## config.mk

```make
export PLATFORM = sky130hd
export DESIGN_NAME = pwm_output_stage_control
export DESIGN_NICKNAME = d
export VERILOG_FILES = /design/src/design/pwm_output_stage_control.v /design/src/design/dead_time_pair.v
export VERILOG_INCLUDE_DIRS = /design/src /design/src/include
export SDC_FILE = /design/constraint.sdc
export NUM_CORES = 1
export LEC_CHECK = 0
export ABC_AREA = 1
export BUFFER_PORTS_ARGS = -buffer_cell sky130_fd_sc_hd__buf_2
export CAP_MARGIN = 10
export CORE_UTILIZATION = 60
export CTS_CLUSTER_SIZE = 14
export DETAILED_ROUTE_END_ITERATION = 8
export PLACE_DENSITY = 0.84
export SLEW_MARGIN = 25
export SYNTH_ARGS = -nofsm -noshare
export SYNTH_HDL_FRONTEND = slang
export SYNTH_SLANG_ARGS = --single-unit
```

## constraint.sdc

```tcl
create_clock -name ref_clk -period 2.6 [get_ports ref_clk]
set_input_delay 0.78 -clock ref_clk [delete_from_list [all_inputs] [get_ports ref_clk]]
set_output_delay 0.78 -clock ref_clk [all_outputs]
set_load 0.1 [all_outputs]
```

## src/include/pwm_out_map.vh

```
// Register map and constants of the PWM output stage.
// Assumes a 32-bit Avalon-MM bus, one register per aligned word.
`ifndef PWM_OUT_MAP_VH
`define PWM_OUT_MAP_VH

// ========================================================
// Register indices (byte address is four times the index)
`define IDX_OUTPUT_INVERT      8'hD6
`define IDX_FAULT_BRAKE_DATA   8'hD7
`define IDX_PWM_CONTROL_ZERO   8'hD8
`define IDX_PWM_CONTROL_ONE    8'hDF
`define IDX_DEAD_TIME_ENABLE   8'hF9
`define IDX_DEAD_TIME_COUNT    8'hFA
`define IDX_MASK_ENABLE        8'hFB
`define IDX_MASK_LEVEL         8'hFC

// ========================================================
// Reset values
`define RST_BYTE               8'h00
`define RST_CHANNELS           6'h00
`define RST_PAIRS              3'h0

// ========================================================
// Field positions
`define FLD_FAULT_FLAG         7
`define FLD_FAULT_EDGE_SEL     6
`define FLD_RUN                7
`define FLD_MODE_HI            7
`define FLD_MODE_LO            6
`define FLD_FAULT_PIN_EN       3
`define FLD_DEAD_TIME_MSB      4
`define FLD_PAIR_EN_HI         2

// ========================================================
// Output mode encodings
`define MODE_INDEPENDENT       2'h0
`define MODE_COMPLEMENTARY     2'h1
`define MODE_SYNCHRONOUS       2'h2

// ========================================================
// Timing counts
`define DEBOUNCE_CYCLES        4'h8

`endif

```

## src/design/pwm_output_stage_control.v

```verilog
// PWM output stage: dead-time, mask, fault brake, polarity.
// Assumes an Avalon-MM master and raw waves on ref_clk.
//
// Implementation choice: the Avalon-MM slave port.
`timescale 1ns/1ns
`include "pwm_out_map.vh"

// Notes on behaviour
// - One dead-time enable bit per pair
// - Dead-time delays both rising and falling edges
// - Enables count only in complementary mode
// - Nine-bit length, msb in enable register
// - Length applied when complementary and enabled
// - Dead-time registers need timed access
// - Mode zero drives all channels independently
// - Synchronous odd channels copy even partner
// - Per-channel mask selects generator or level
// - Masked channel drives its mask level
// - Mask enables reset to zero
// - Masked level still passes polarity inversion
// - Fault pin acts only when enabled
// - Fault brake overrides channels with levels
// - Fault brake clears generator run bit
// - Fault brake zeroes the sixteen-bit counter
// - Fault brake sets flag and requests interrupt
// - Override holds until run set again
// - Edge select picks falling or rising
// - Fault pin debounced eight clocks
// - ADC compare event brakes the same way
// - Per-channel polarity, active high default
// - Polarity bit set inverts the pin
// - Mode one selects complementary
// - Complementary odd is inverse of even
// - Dead-time down-counter released on reaching zero
module pwm_output_stage_control #(
  parameter CHANNELS = 6,
  parameter LEN_W    = 9
) (
  input  wire                ref_clk,
  input  wire                rst_n,
  input  wire [9:0]          address,
  input  wire                read,
  input  wire                write,
  input  wire [3:0]          byteenable,
  input  wire [31:0]         writedata,
  output reg  [31:0]         readdata,
  output wire                waitrequest,
  input  wire [CHANNELS-1:0] raw_channel_wave,
  input  wire                fault_input_pin,
  input  wire                adc_compare_event,
  input  wire                timed_access_unlock,
  output reg  [CHANNELS-1:0] pwm_pin,
  output wire                generator_run,
  output reg                 counter_clear,
  output wire                fault_irq_req,
  output wire [7:0]          pwm_control_one_bits
);

  // ======================================================
  // Register storage
  reg [7:0]          pwm_control_zero;
  reg [7:0]          pwm_control_one;
  reg [CHANNELS-1:0] fault_override_levels;
  reg                fault_edge_select;
  reg                fault_event_flag;
  reg [2:0]          dead_time_enables;
  reg                dead_time_msb;
  reg [7:0]          dead_time_length;
  reg [CHANNELS-1:0] channel_mask_enables;
  reg [CHANNELS-1:0] channel_mask_levels;
  reg [CHANNELS-1:0] output_invert_bits;

  // ======================================================
  // Bus slave state
  reg                ack;
  reg [31:0]         next_readdata;
  wire               req;
  wire               wr_take;
  wire               lane0;
  wire [7:0]         idx;
  wire [7:0]         wbyte;

  // ======================================================
  // Fault path state
  reg                pin_s1;
  reg                pin_s2;
  reg                pin_s3;
  reg                pin_level;
  reg                pin_stable;
  reg [3:0]          stable_cnt;
  reg                pin_filt;
  reg                pin_filt_d;
  reg                brake_active;
  wire               pin_event;
  wire               fault_event;
  wire               run_written;

  // ======================================================
  // Datapath wires
  wire [1:0]         output_mode_field;
  wire               comp_mode;
  wire               sync_mode;
  wire [LEN_W-1:0]   full_length;
  wire [CHANNELS-1:0] staged;
  reg  [CHANNELS-1:0] next_pin;

  // ======================================================
  // Avalon-MM handshake: one wait state per access
  assign req         = read | write;
  assign waitrequest = req & ~ack;
  assign wr_take     = write & ack;
  assign lane0       = byteenable[0];
  assign idx         = address[9:2];
  assign wbyte       = writedata[7:0];

  always @(posedge ref_clk or negedge rst_n) begin
    if (!rst_n) begin
      ack <= 1'b0;
    end else begin
      ack <= req & ~ack;
    end
  end

  // ======================================================
  // Read mux, unmapped reads return zero
  always @* begin
    next_readdata = 32'h00000000;
    case (idx)
      `IDX_OUTPUT_INVERT: begin
        next_readdata[CHANNELS-1:0] = output_invert_bits;
      end
      `IDX_FAULT_BRAKE_DATA: begin
        next_readdata[7:0] = {fault_event_flag, fault_edge_select,
                              fault_override_levels};
      end
      `IDX_PWM_CONTROL_ZERO: begin
        next_readdata[7:0] = pwm_control_zero;
      end
      `IDX_PWM_CONTROL_ONE: begin
        next_readdata[7:0] = pwm_control_one;
      end
      `IDX_DEAD_TIME_ENABLE: begin
        next_readdata[`FLD_DEAD_TIME_MSB] = dead_time_msb;
        next_readdata[`FLD_PAIR_EN_HI:0]  = dead_time_enables;
      end
      `IDX_DEAD_TIME_COUNT: begin
        next_readdata[7:0] = dead_time_length;
      end
      `IDX_MASK_ENABLE: begin
        next_readdata[CHANNELS-1:0] = channel_mask_enables;
      end
      `IDX_MASK_LEVEL: begin
        next_readdata[CHANNELS-1:0] = channel_mask_levels;
      end
      default: begin
        next_readdata = 32'h00000000;
      end
    endcase
  end

  always @(posedge ref_clk or negedge rst_n) begin
    if (!rst_n) begin
      readdata <= 32'h00000000;
    end else if (read && !ack) begin
      readdata <= next_readdata;
    end
  end

  // ======================================================
  // Plain read/write registers
  always @(posedge ref_clk or negedge rst_n) begin
    if (!rst_n) begin
      pwm_control_one      <= `RST_BYTE;
      channel_mask_enables <= `RST_CHANNELS;
      channel_mask_levels  <= `RST_CHANNELS;
      output_invert_bits   <= `RST_CHANNELS;
    end else if (wr_take && lane0) begin
      case (idx)
        `IDX_PWM_CONTROL_ONE: begin
          pwm_control_one <= wbyte;
        end
        `IDX_MASK_ENABLE: begin
          channel_mask_enables <= wbyte[CHANNELS-1:0];
        end
        `IDX_MASK_LEVEL: begin
          channel_mask_levels <= wbyte[CHANNELS-1:0];
        end
        `IDX_OUTPUT_INVERT: begin
          output_invert_bits <= wbyte[CHANNELS-1:0];
        end
        default: begin
          output_invert_bits <= output_invert_bits;
        end
      endcase
    end
  end

  // ======================================================
  // Timed-access protected dead-time registers
  always @(posedge ref_clk or negedge rst_n) begin
    if (!rst_n) begin
      dead_time_enables <= `RST_PAIRS;
      dead_time_msb     <= 1'b0;
      dead_time_length  <= `RST_BYTE;
    end else if (wr_take && lane0 && timed_access_unlock) begin
      if (idx == `IDX_DEAD_TIME_ENABLE) begin
        dead_time_enables <= wbyte[`FLD_PAIR_EN_HI:0];
        dead_time_msb     <= wbyte[`FLD_DEAD_TIME_MSB];
      end
      if (idx == `IDX_DEAD_TIME_COUNT) begin
        dead_time_length <= wbyte;
      end
    end
  end

  // ======================================================
  // Fault pin: three-flop sync, eight-clock debounce
  always @(posedge ref_clk or negedge rst_n) begin
    if (!rst_n) begin
      pin_s1     <= 1'b1;
      pin_s2     <= 1'b1;
      pin_s3     <= 1'b1;
      pin_level  <= 1'b1;
      pin_stable <= 1'b1;
      stable_cnt <= 4'h0;
      pin_filt   <= 1'b1;
      pin_filt_d <= 1'b1;
    end else begin
      pin_s1 <= fault_input_pin;
      pin_s2 <= pin_s1;
      pin_s3 <= pin_s2;
      if (pin_s2 == pin_s3) begin
        pin_level <= pin_s3;
      end
      if (pin_level != pin_stable) begin
        pin_stable <= pin_level;
        stable_cnt <= 4'h1;
      end else if (stable_cnt < `DEBOUNCE_CYCLES) begin
        stable_cnt <= stable_cnt + 4'h1;
      end else begin
        pin_filt <= pin_stable;
      end
      pin_filt_d <= pin_filt;
    end
  end

  // Falling when select is 0, rising when 1
  assign pin_event = pwm_control_one[`FLD_FAULT_PIN_EN] &
                     (fault_edge_select ?
                      (pin_filt & ~pin_filt_d) :
                      (~pin_filt & pin_filt_d));

  // ADC compare brakes the same way
  assign fault_event = pin_event | adc_compare_event;

  // ======================================================
  // Fault brake data, flag and run bit
  assign run_written = wr_take && lane0 &&
                       (idx == `IDX_PWM_CONTROL_ZERO) &&
                       wbyte[`FLD_RUN];

  always @(posedge ref_clk or negedge rst_n) begin
    if (!rst_n) begin
      fault_override_levels <= `RST_CHANNELS;
      fault_edge_select     <= 1'b0;
      fault_event_flag      <= 1'b0;
    end else begin
      if (wr_take && lane0 && (idx == `IDX_FAULT_BRAKE_DATA)) begin
        fault_override_levels <= wbyte[CHANNELS-1:0];
        fault_edge_select     <= wbyte[`FLD_FAULT_EDGE_SEL];
        if (!wbyte[`FLD_FAULT_FLAG]) begin
          fault_event_flag <= 1'b0;
        end
      end
      if (fault_event) begin
        fault_event_flag <= 1'b1;
      end
    end
  end

  always @(posedge ref_clk or negedge rst_n) begin
    if (!rst_n) begin
      pwm_control_zero <= `RST_BYTE;
      brake_active     <= 1'b0;
      counter_clear    <= 1'b0;
    end else begin
      counter_clear <= fault_event;
      if (fault_event) begin
        pwm_control_zero[`FLD_RUN] <= 1'b0;
        brake_active               <= 1'b1;
      end else if (wr_take && lane0 &&
                   (idx == `IDX_PWM_CONTROL_ZERO)) begin
        pwm_control_zero <= wbyte;
        if (run_written) begin
          brake_active <= 1'b0;
        end
      end
    end
  end

  // Pulse clears the external 16-bit counter
  assign generator_run        = pwm_control_zero[`FLD_RUN];
  assign fault_irq_req        = fault_event_flag;
  assign pwm_control_one_bits = pwm_control_one;

  // ======================================================
  // Mode and dead-time stage, one instance per pair
  assign output_mode_field = pwm_control_one[`FLD_MODE_HI:`FLD_MODE_LO];
  assign comp_mode   = (output_mode_field == `MODE_COMPLEMENTARY);
  assign sync_mode   = (output_mode_field == `MODE_SYNCHRONOUS);
  assign full_length = {dead_time_msb, dead_time_length};

  genvar p;
  generate
    for (p = 0; p < CHANNELS/2; p = p + 1) begin : pair
      dead_time_pair #(
        .LEN_W(LEN_W)
      ) u_pair (
        .ref_clk          (ref_clk),
        .rst_n            (rst_n),
        .comp_mode        (comp_mode),
        .sync_mode        (sync_mode),
        .delay_en         (dead_time_enables[p]),
        .dead_time_length (full_length),
        .raw_even         (raw_channel_wave[2*p]),
        .raw_odd          (raw_channel_wave[2*p+1]),
        .out_even         (staged[2*p]),
        .out_odd          (staged[2*p+1])
      );
    end
  endgenerate

  // ======================================================
  // Override and polarity
  integer c;
  always @* begin
    next_pin = {CHANNELS{1'b0}};
    for (c = 0; c < CHANNELS; c = c + 1) begin
      if (brake_active) begin
        next_pin[c] = fault_override_levels[c];
      end else if (channel_mask_enables[c]) begin
        next_pin[c] = channel_mask_levels[c];
      end else begin
        next_pin[c] = staged[c];
      end
      next_pin[c] = next_pin[c] ^ output_invert_bits[c];
    end
  end

  always @(posedge ref_clk or negedge rst_n) begin
    if (!rst_n) begin
      pwm_pin <= {CHANNELS{1'b0}};
    end else begin
      pwm_pin <= next_pin;
    end
  end

endmodule

```

## src/design/dead_time_pair.v

```verilog
// One channel pair: mode copy and dead-time delay on both edges of the even wave.
// Assumes raw waves on the same clock; outputs lag by one cycle.
`timescale 1ns/1ns
`include "pwm_out_map.vh"

module dead_time_pair #(
  parameter LEN_W = 9
) (
  input  wire             ref_clk,
  input  wire             rst_n,
  input  wire             comp_mode,
  input  wire             sync_mode,
  input  wire             delay_en,
  input  wire [LEN_W-1:0] dead_time_length,
  input  wire             raw_even,
  input  wire             raw_odd,
  output reg              out_even,
  output reg              out_odd
);

  reg             even_d;
  reg             busy;
  reg [LEN_W-1:0] count;
  wire            delay_on;
  wire            next_even;
  wire            next_odd;

  // ======================================================
  // Shared down-counter per pair
  // Delay only with complementary and enable
  assign delay_on = comp_mode & delay_en;

  always @(posedge ref_clk or negedge rst_n) begin
    if (!rst_n) begin
      even_d <= 1'b0;
      busy   <= 1'b0;
      count  <= {LEN_W{1'b0}};
    end else begin
      even_d <= raw_even;
      // Load on edge, release on reaching zero
      if (delay_on && (raw_even != even_d)) begin
        busy  <= 1'b1;
        count <= dead_time_length;
      end else if (busy) begin
        if (count == {LEN_W{1'b0}}) begin
          busy <= 1'b0;
        end else begin
          count <= count - {{(LEN_W-1){1'b0}}, 1'b1};
        end
      end
    end
  end

  // ======================================================
  // Mode selection
  // Even channel as independent
  assign next_even = raw_even;
  // Odd is in-phase copy in synchronous
  assign next_odd  = comp_mode ? ~raw_even :
                     sync_mode ? raw_even : raw_odd;

  always @(posedge ref_clk or negedge rst_n) begin
    if (!rst_n) begin
      out_even <= 1'b0;
      out_odd  <= 1'b0;
    end else if (delay_on && (busy || (raw_even != even_d))) begin
      out_even <= 1'b0;
      out_odd  <= 1'b0;
    end else begin
      // Cleared or ignored enable: no delay
      out_even <= next_even;
      out_odd  <= next_odd;
    end
  end

endmodule

```

Yosys cells after proc, flatten, opt, wreduce, memory -nomap -nowiden
Cells that the tools add are included.

Register bits: 121. Output and inout bits: 50. Input bits: 59.

Bitwise logic cells: 25. $lt $le $gt $ge: 1. Add/subtract/negate cells: 4. Equality and inequality tests: 19. Reduce and logical (&&, ||, !) cells: 39. Multiplexer cells: 58.

Operator list (count): $mux 9 (9); $eq 8x8->1 const B (8); $mux 1 (41); $logic_not 9->1 (3); $sub 9x1->9 const B (3); $reduce_and 2->1 (13); $pmux 3 s8 (1); $pmux 1 s7 (2); $reduce_bool 2->1 (7); $logic_and 1x1->1 (12); $not 1->1 (9); $and 1x1->1 (8); $mux 4 (2); $mux 8 (1); $ne 2x1->1 const B (4); $pmux 1 s8 (1); $pmux 2 s4 (1); $xor 1x1->1 (6); $add 4x1->4 const B (1); $lt 4x4->1 const B (1); $ne 1x1->1 (4); $logic_or 1x1->1 (3); $eq 2x1->1 const B (1); $eq 2x2->1 const B (1); 3 further kinds (4).

Logic depth before layout (Yosys ltp)
Word-level depth: 7. Gate-level depth with buffers: 10. Depth with buffers taken out: 10.

By module
From an unflattened synthesis, not the netlist that was laid out.

Cells, all modules: 826. Area, all modules: 6611.3 sq um.

Modules (own cells, without submodules): pwm_output_stage_control (seq. area each 2060.7 sq um, cells an instance 472, instances 1, area an instance 4047.6 sq um); dead_time_pair (seq. area each 325.3 sq um, cells an instance 118, instances 3, area an instance 854.6 sq um).

Least setup slack after synthesis
OpenSTA, ideal clock, no wires.

Kind: input to output. Start: input write. End: output waitrequest. Stages: 2. Required time: 1.820 ns. Buffers on the path: 0. Data arrival time: 2.092 ns. Path slack: -0.272 ns. Path through: nor2_1 -> nor2_1.

Cells in the longest elaborated chain, start to end: 2.

Ends and longest elaborated chain: start: declaration (line pwm_output_stage_control.v:43) `input wire write,`; $or 1x1->1 (line pwm_output_stage_control.v:109) `assign req = read | write;`; $and 1x1->1 (line pwm_output_stage_control.v:110) `assign waitrequest = req & ~ack;`; end: declaration (line pwm_output_stage_control.v:47) `output wire waitrequest,`.

No other way between the ends.

Worst setup path after layout
Start: register ack. End: output waitrequest.

Cells in the longest elaborated chain, start to end: 2.

Ends and longest elaborated chain: start: declaration (line pwm_output_stage_control.v:75) `reg ack;`; start signal: assignment (line pwm_output_stage_control.v:120) `ack <= req & ~ack;`; $not 1->1 (line pwm_output_stage_control.v:110); $and 1x1->1 (line pwm_output_stage_control.v:110).

No other way between the ends.

==> reports/results.tsv <==
metric	value	unit
grt_usage	29.27	%
path_class	reg -> out	
synth_edf_count	0	
yosys.area.top_type	dfrtp_1	
clk_path_buf_depth	2	
io_pins	109	
hold_violations	0	
ys_ff_latch	121	
startpoint_type	register	
viasPerCell	5.487	
clk_pin_slew	0.06	ns
htreeDepth	4	
drive_gt1_share	16.67	%
synth_area_leaders	dfrtp_1 45%, nand2_1 14%, nand3_1 7.0%	
drtPass1Iterations	7	
design.core.area	10320	um^2
die-area	11050	um^2
drtIter0Drc	400	
die_w	105.1	um
cp_cell_sequence	nor2_2, buf_2	
gr-total-overflow	0	
fin_crit	2.276	ns
ant_nets	0	
synthFlopType	dfrtp_1	
power_density	879.2	nW/um^2
dpl.cell_count	974	
drv_slew	0	
grt_max_degree	122	
root_buffer	clkbuf_8	
run_status	finished, final reports clean	
cts.sinks	121	
n_antenna_cell	0	
io_buffers	55	
ir_drop	482.8	uV
stdcell_count	1006	
ctsHoldBuffers	0	
num_vias	5520	
ys_seq_area_share	47.59	%
synth_most_common_cell	nand2_1	
yosys.cell_types.count	37	
dpl.hpwl	10.40	mm
clkLatencyLatePin	0.53	ns
antenna_found_initial	0	
period_share	87.52	%
area_growth	13.51	%
critical-path-max-stage-delay	0.43	ns
cts_buffers	17	
relSlewSlack	57.95	%
total_power	0.006368	W
cp_max_fo	3	
async_flop_share	100.0	%
netlist_instances	794	
end_kind	output pin	
die_h	105.1	um
yosysWarnings	0	
wl	14.72	mm
postCtsSetupBuffers	0	
gp_congestion	0.8930	
worst_slack	0.3244	ns
synthesis.area	6381	um^2
synth_common_cells	235 x nand2_1, 114 x dfrtp_1, 89 x nand3_1, 79 x inv_1, 74 x o21ai_0	
drc	0	
slowest_stage	buf_2	
std_cell_rows	37	
required	1.82	ns
max_freq	439.5	MHz
yosysTopAreaCellShare	44.71	%
pre_cts_ws	0.3606	ns
arrival	1.50	ns
nets	920	
max_slew.worst_pin.slew	0.6307	ns
hold_path_class	in -> async	
cts_tree	done	
cts.repair.resized	0	
grt_setup_unrepaired	false	
avgSynthCellArea	8.037	um^2
grt_first_pass_wirelength	24.89	mm
start_util	61.81	%
setup_tns	0	ns
finalClockSkew	0.008924	ns
setup_viol	0	
wl_per_cell	14.63	um
p_leak	3.849	nW
grt_pass1_vias	5323	
drv_cap	0	
[final timing paths]
kind | start | to | slack (ns) | cells past startpoint
hold / removal | rst_n | pwm_control_zero[5] | 0.34 | 2
setup reg to reg | pwm_control_one_bits[7] | pair[1].u_pair.count[5] | 0.62 | 8
max in group asynchronous | rst_n | pair[2].u_pair.count[0] | 1.78 | 2
hold reg to reg | pin_s1 | pin_s2 | 0.36 | 0
min in group ref_clk | fault_input_pin | pin_s1 | 0.35 | 1
setup / recovery | ack | waitrequest | 0.32 | 2
[per-layer routing]
layer	track usage [%]	vias up	wire (um)
li1	-	2637	-
met1	36.78	2635	6035
met2	48.39	206	7239
met3	6.176	42	956
met4	13.88	0	485
met5	0	-	0
[through the flow]
step,instance area (um^2),hold WS [ns],util [%]
5_1_grt,7243,0.3273,70.16
4_1_cts,7243,0.3292,70.16
6_report,7243,0.3402,70.16
2_1_floorplan,6470,0.3452,-
3_5_place_dp,6679,0.3495,64.70
3_3_place_gp,6679,0.3471,64.70
[sequential cells by signal, indices dropped and copies added, names as in the netlist, 8 cells and up]
register / flops
pwm_control_one_bits: 8
readdata: 8
dead_time_length: 8
pwm_control_zero: 8
pair.u_pair.count: 27
[where the power goes]
group	internal (W)	total, W	switching (W)
registers	0.00217	0.00238	0.000209
logic	0.000556	0.00174	0.00119
clock network	0.00143	0.00224	0.000812
[placed cells by master, fill, tap and decap left out, types with 2 or more instances in the layout]
cell       instances
a21oi_1           10
buf_2             54
buf_4              9
bufinv_16          2
clkbuf_1           3
clkbuf_16         16
clkbuf_8           4
clkinv_2           6
conb_1            24
dfrtp_1          114
dfstp_2            7
ha_1               4
inv_1             79
inv_2              3
nand2_1          235
nand2_2            5
nand2_4            2
nand3_1           89
nand3_2            3
nand4_1            3
nor2_1            45
nor2_2             3
nor2_4             8
nor3_1             2
nor3_4             2
o21a_1             6
o21ai_0           74
o21ai_1           14
o21ai_2           16
xnor2_1            8
xor2_1             9
[kinds of logic after synthesis]
group	after synthesis	synth area share [%]
compound gates	123	10.92
xor+xnor	17	2.333
fa+ha+maj	5	0.9412
buf+inv	125	9.823
flops	121	47.59
other cells	1	0.05877
simple gates	402	28.33
[worst max-delay path, delay by kind of cell, from the launching register on]
kind,cells,cell delay [ns]
buffers and inverters,1,0.43
DFF,1,0.40
and+or+nand+nor,1,0.13
[area by class of cell]
cell class | count | area, um^2
fillers | 800 | 3080
flip-flops and latches | 121 | 3037
multi-input cells | 571 | 2806
clock buffers | 23 | 466.7
repair buffers | 64 | 357.8
inverters | 82 | 307.8
well taps | 136 | 170.2
clock inverters | 9 | 97.59
Note: power is estimated with default switching activity, not from simulation.
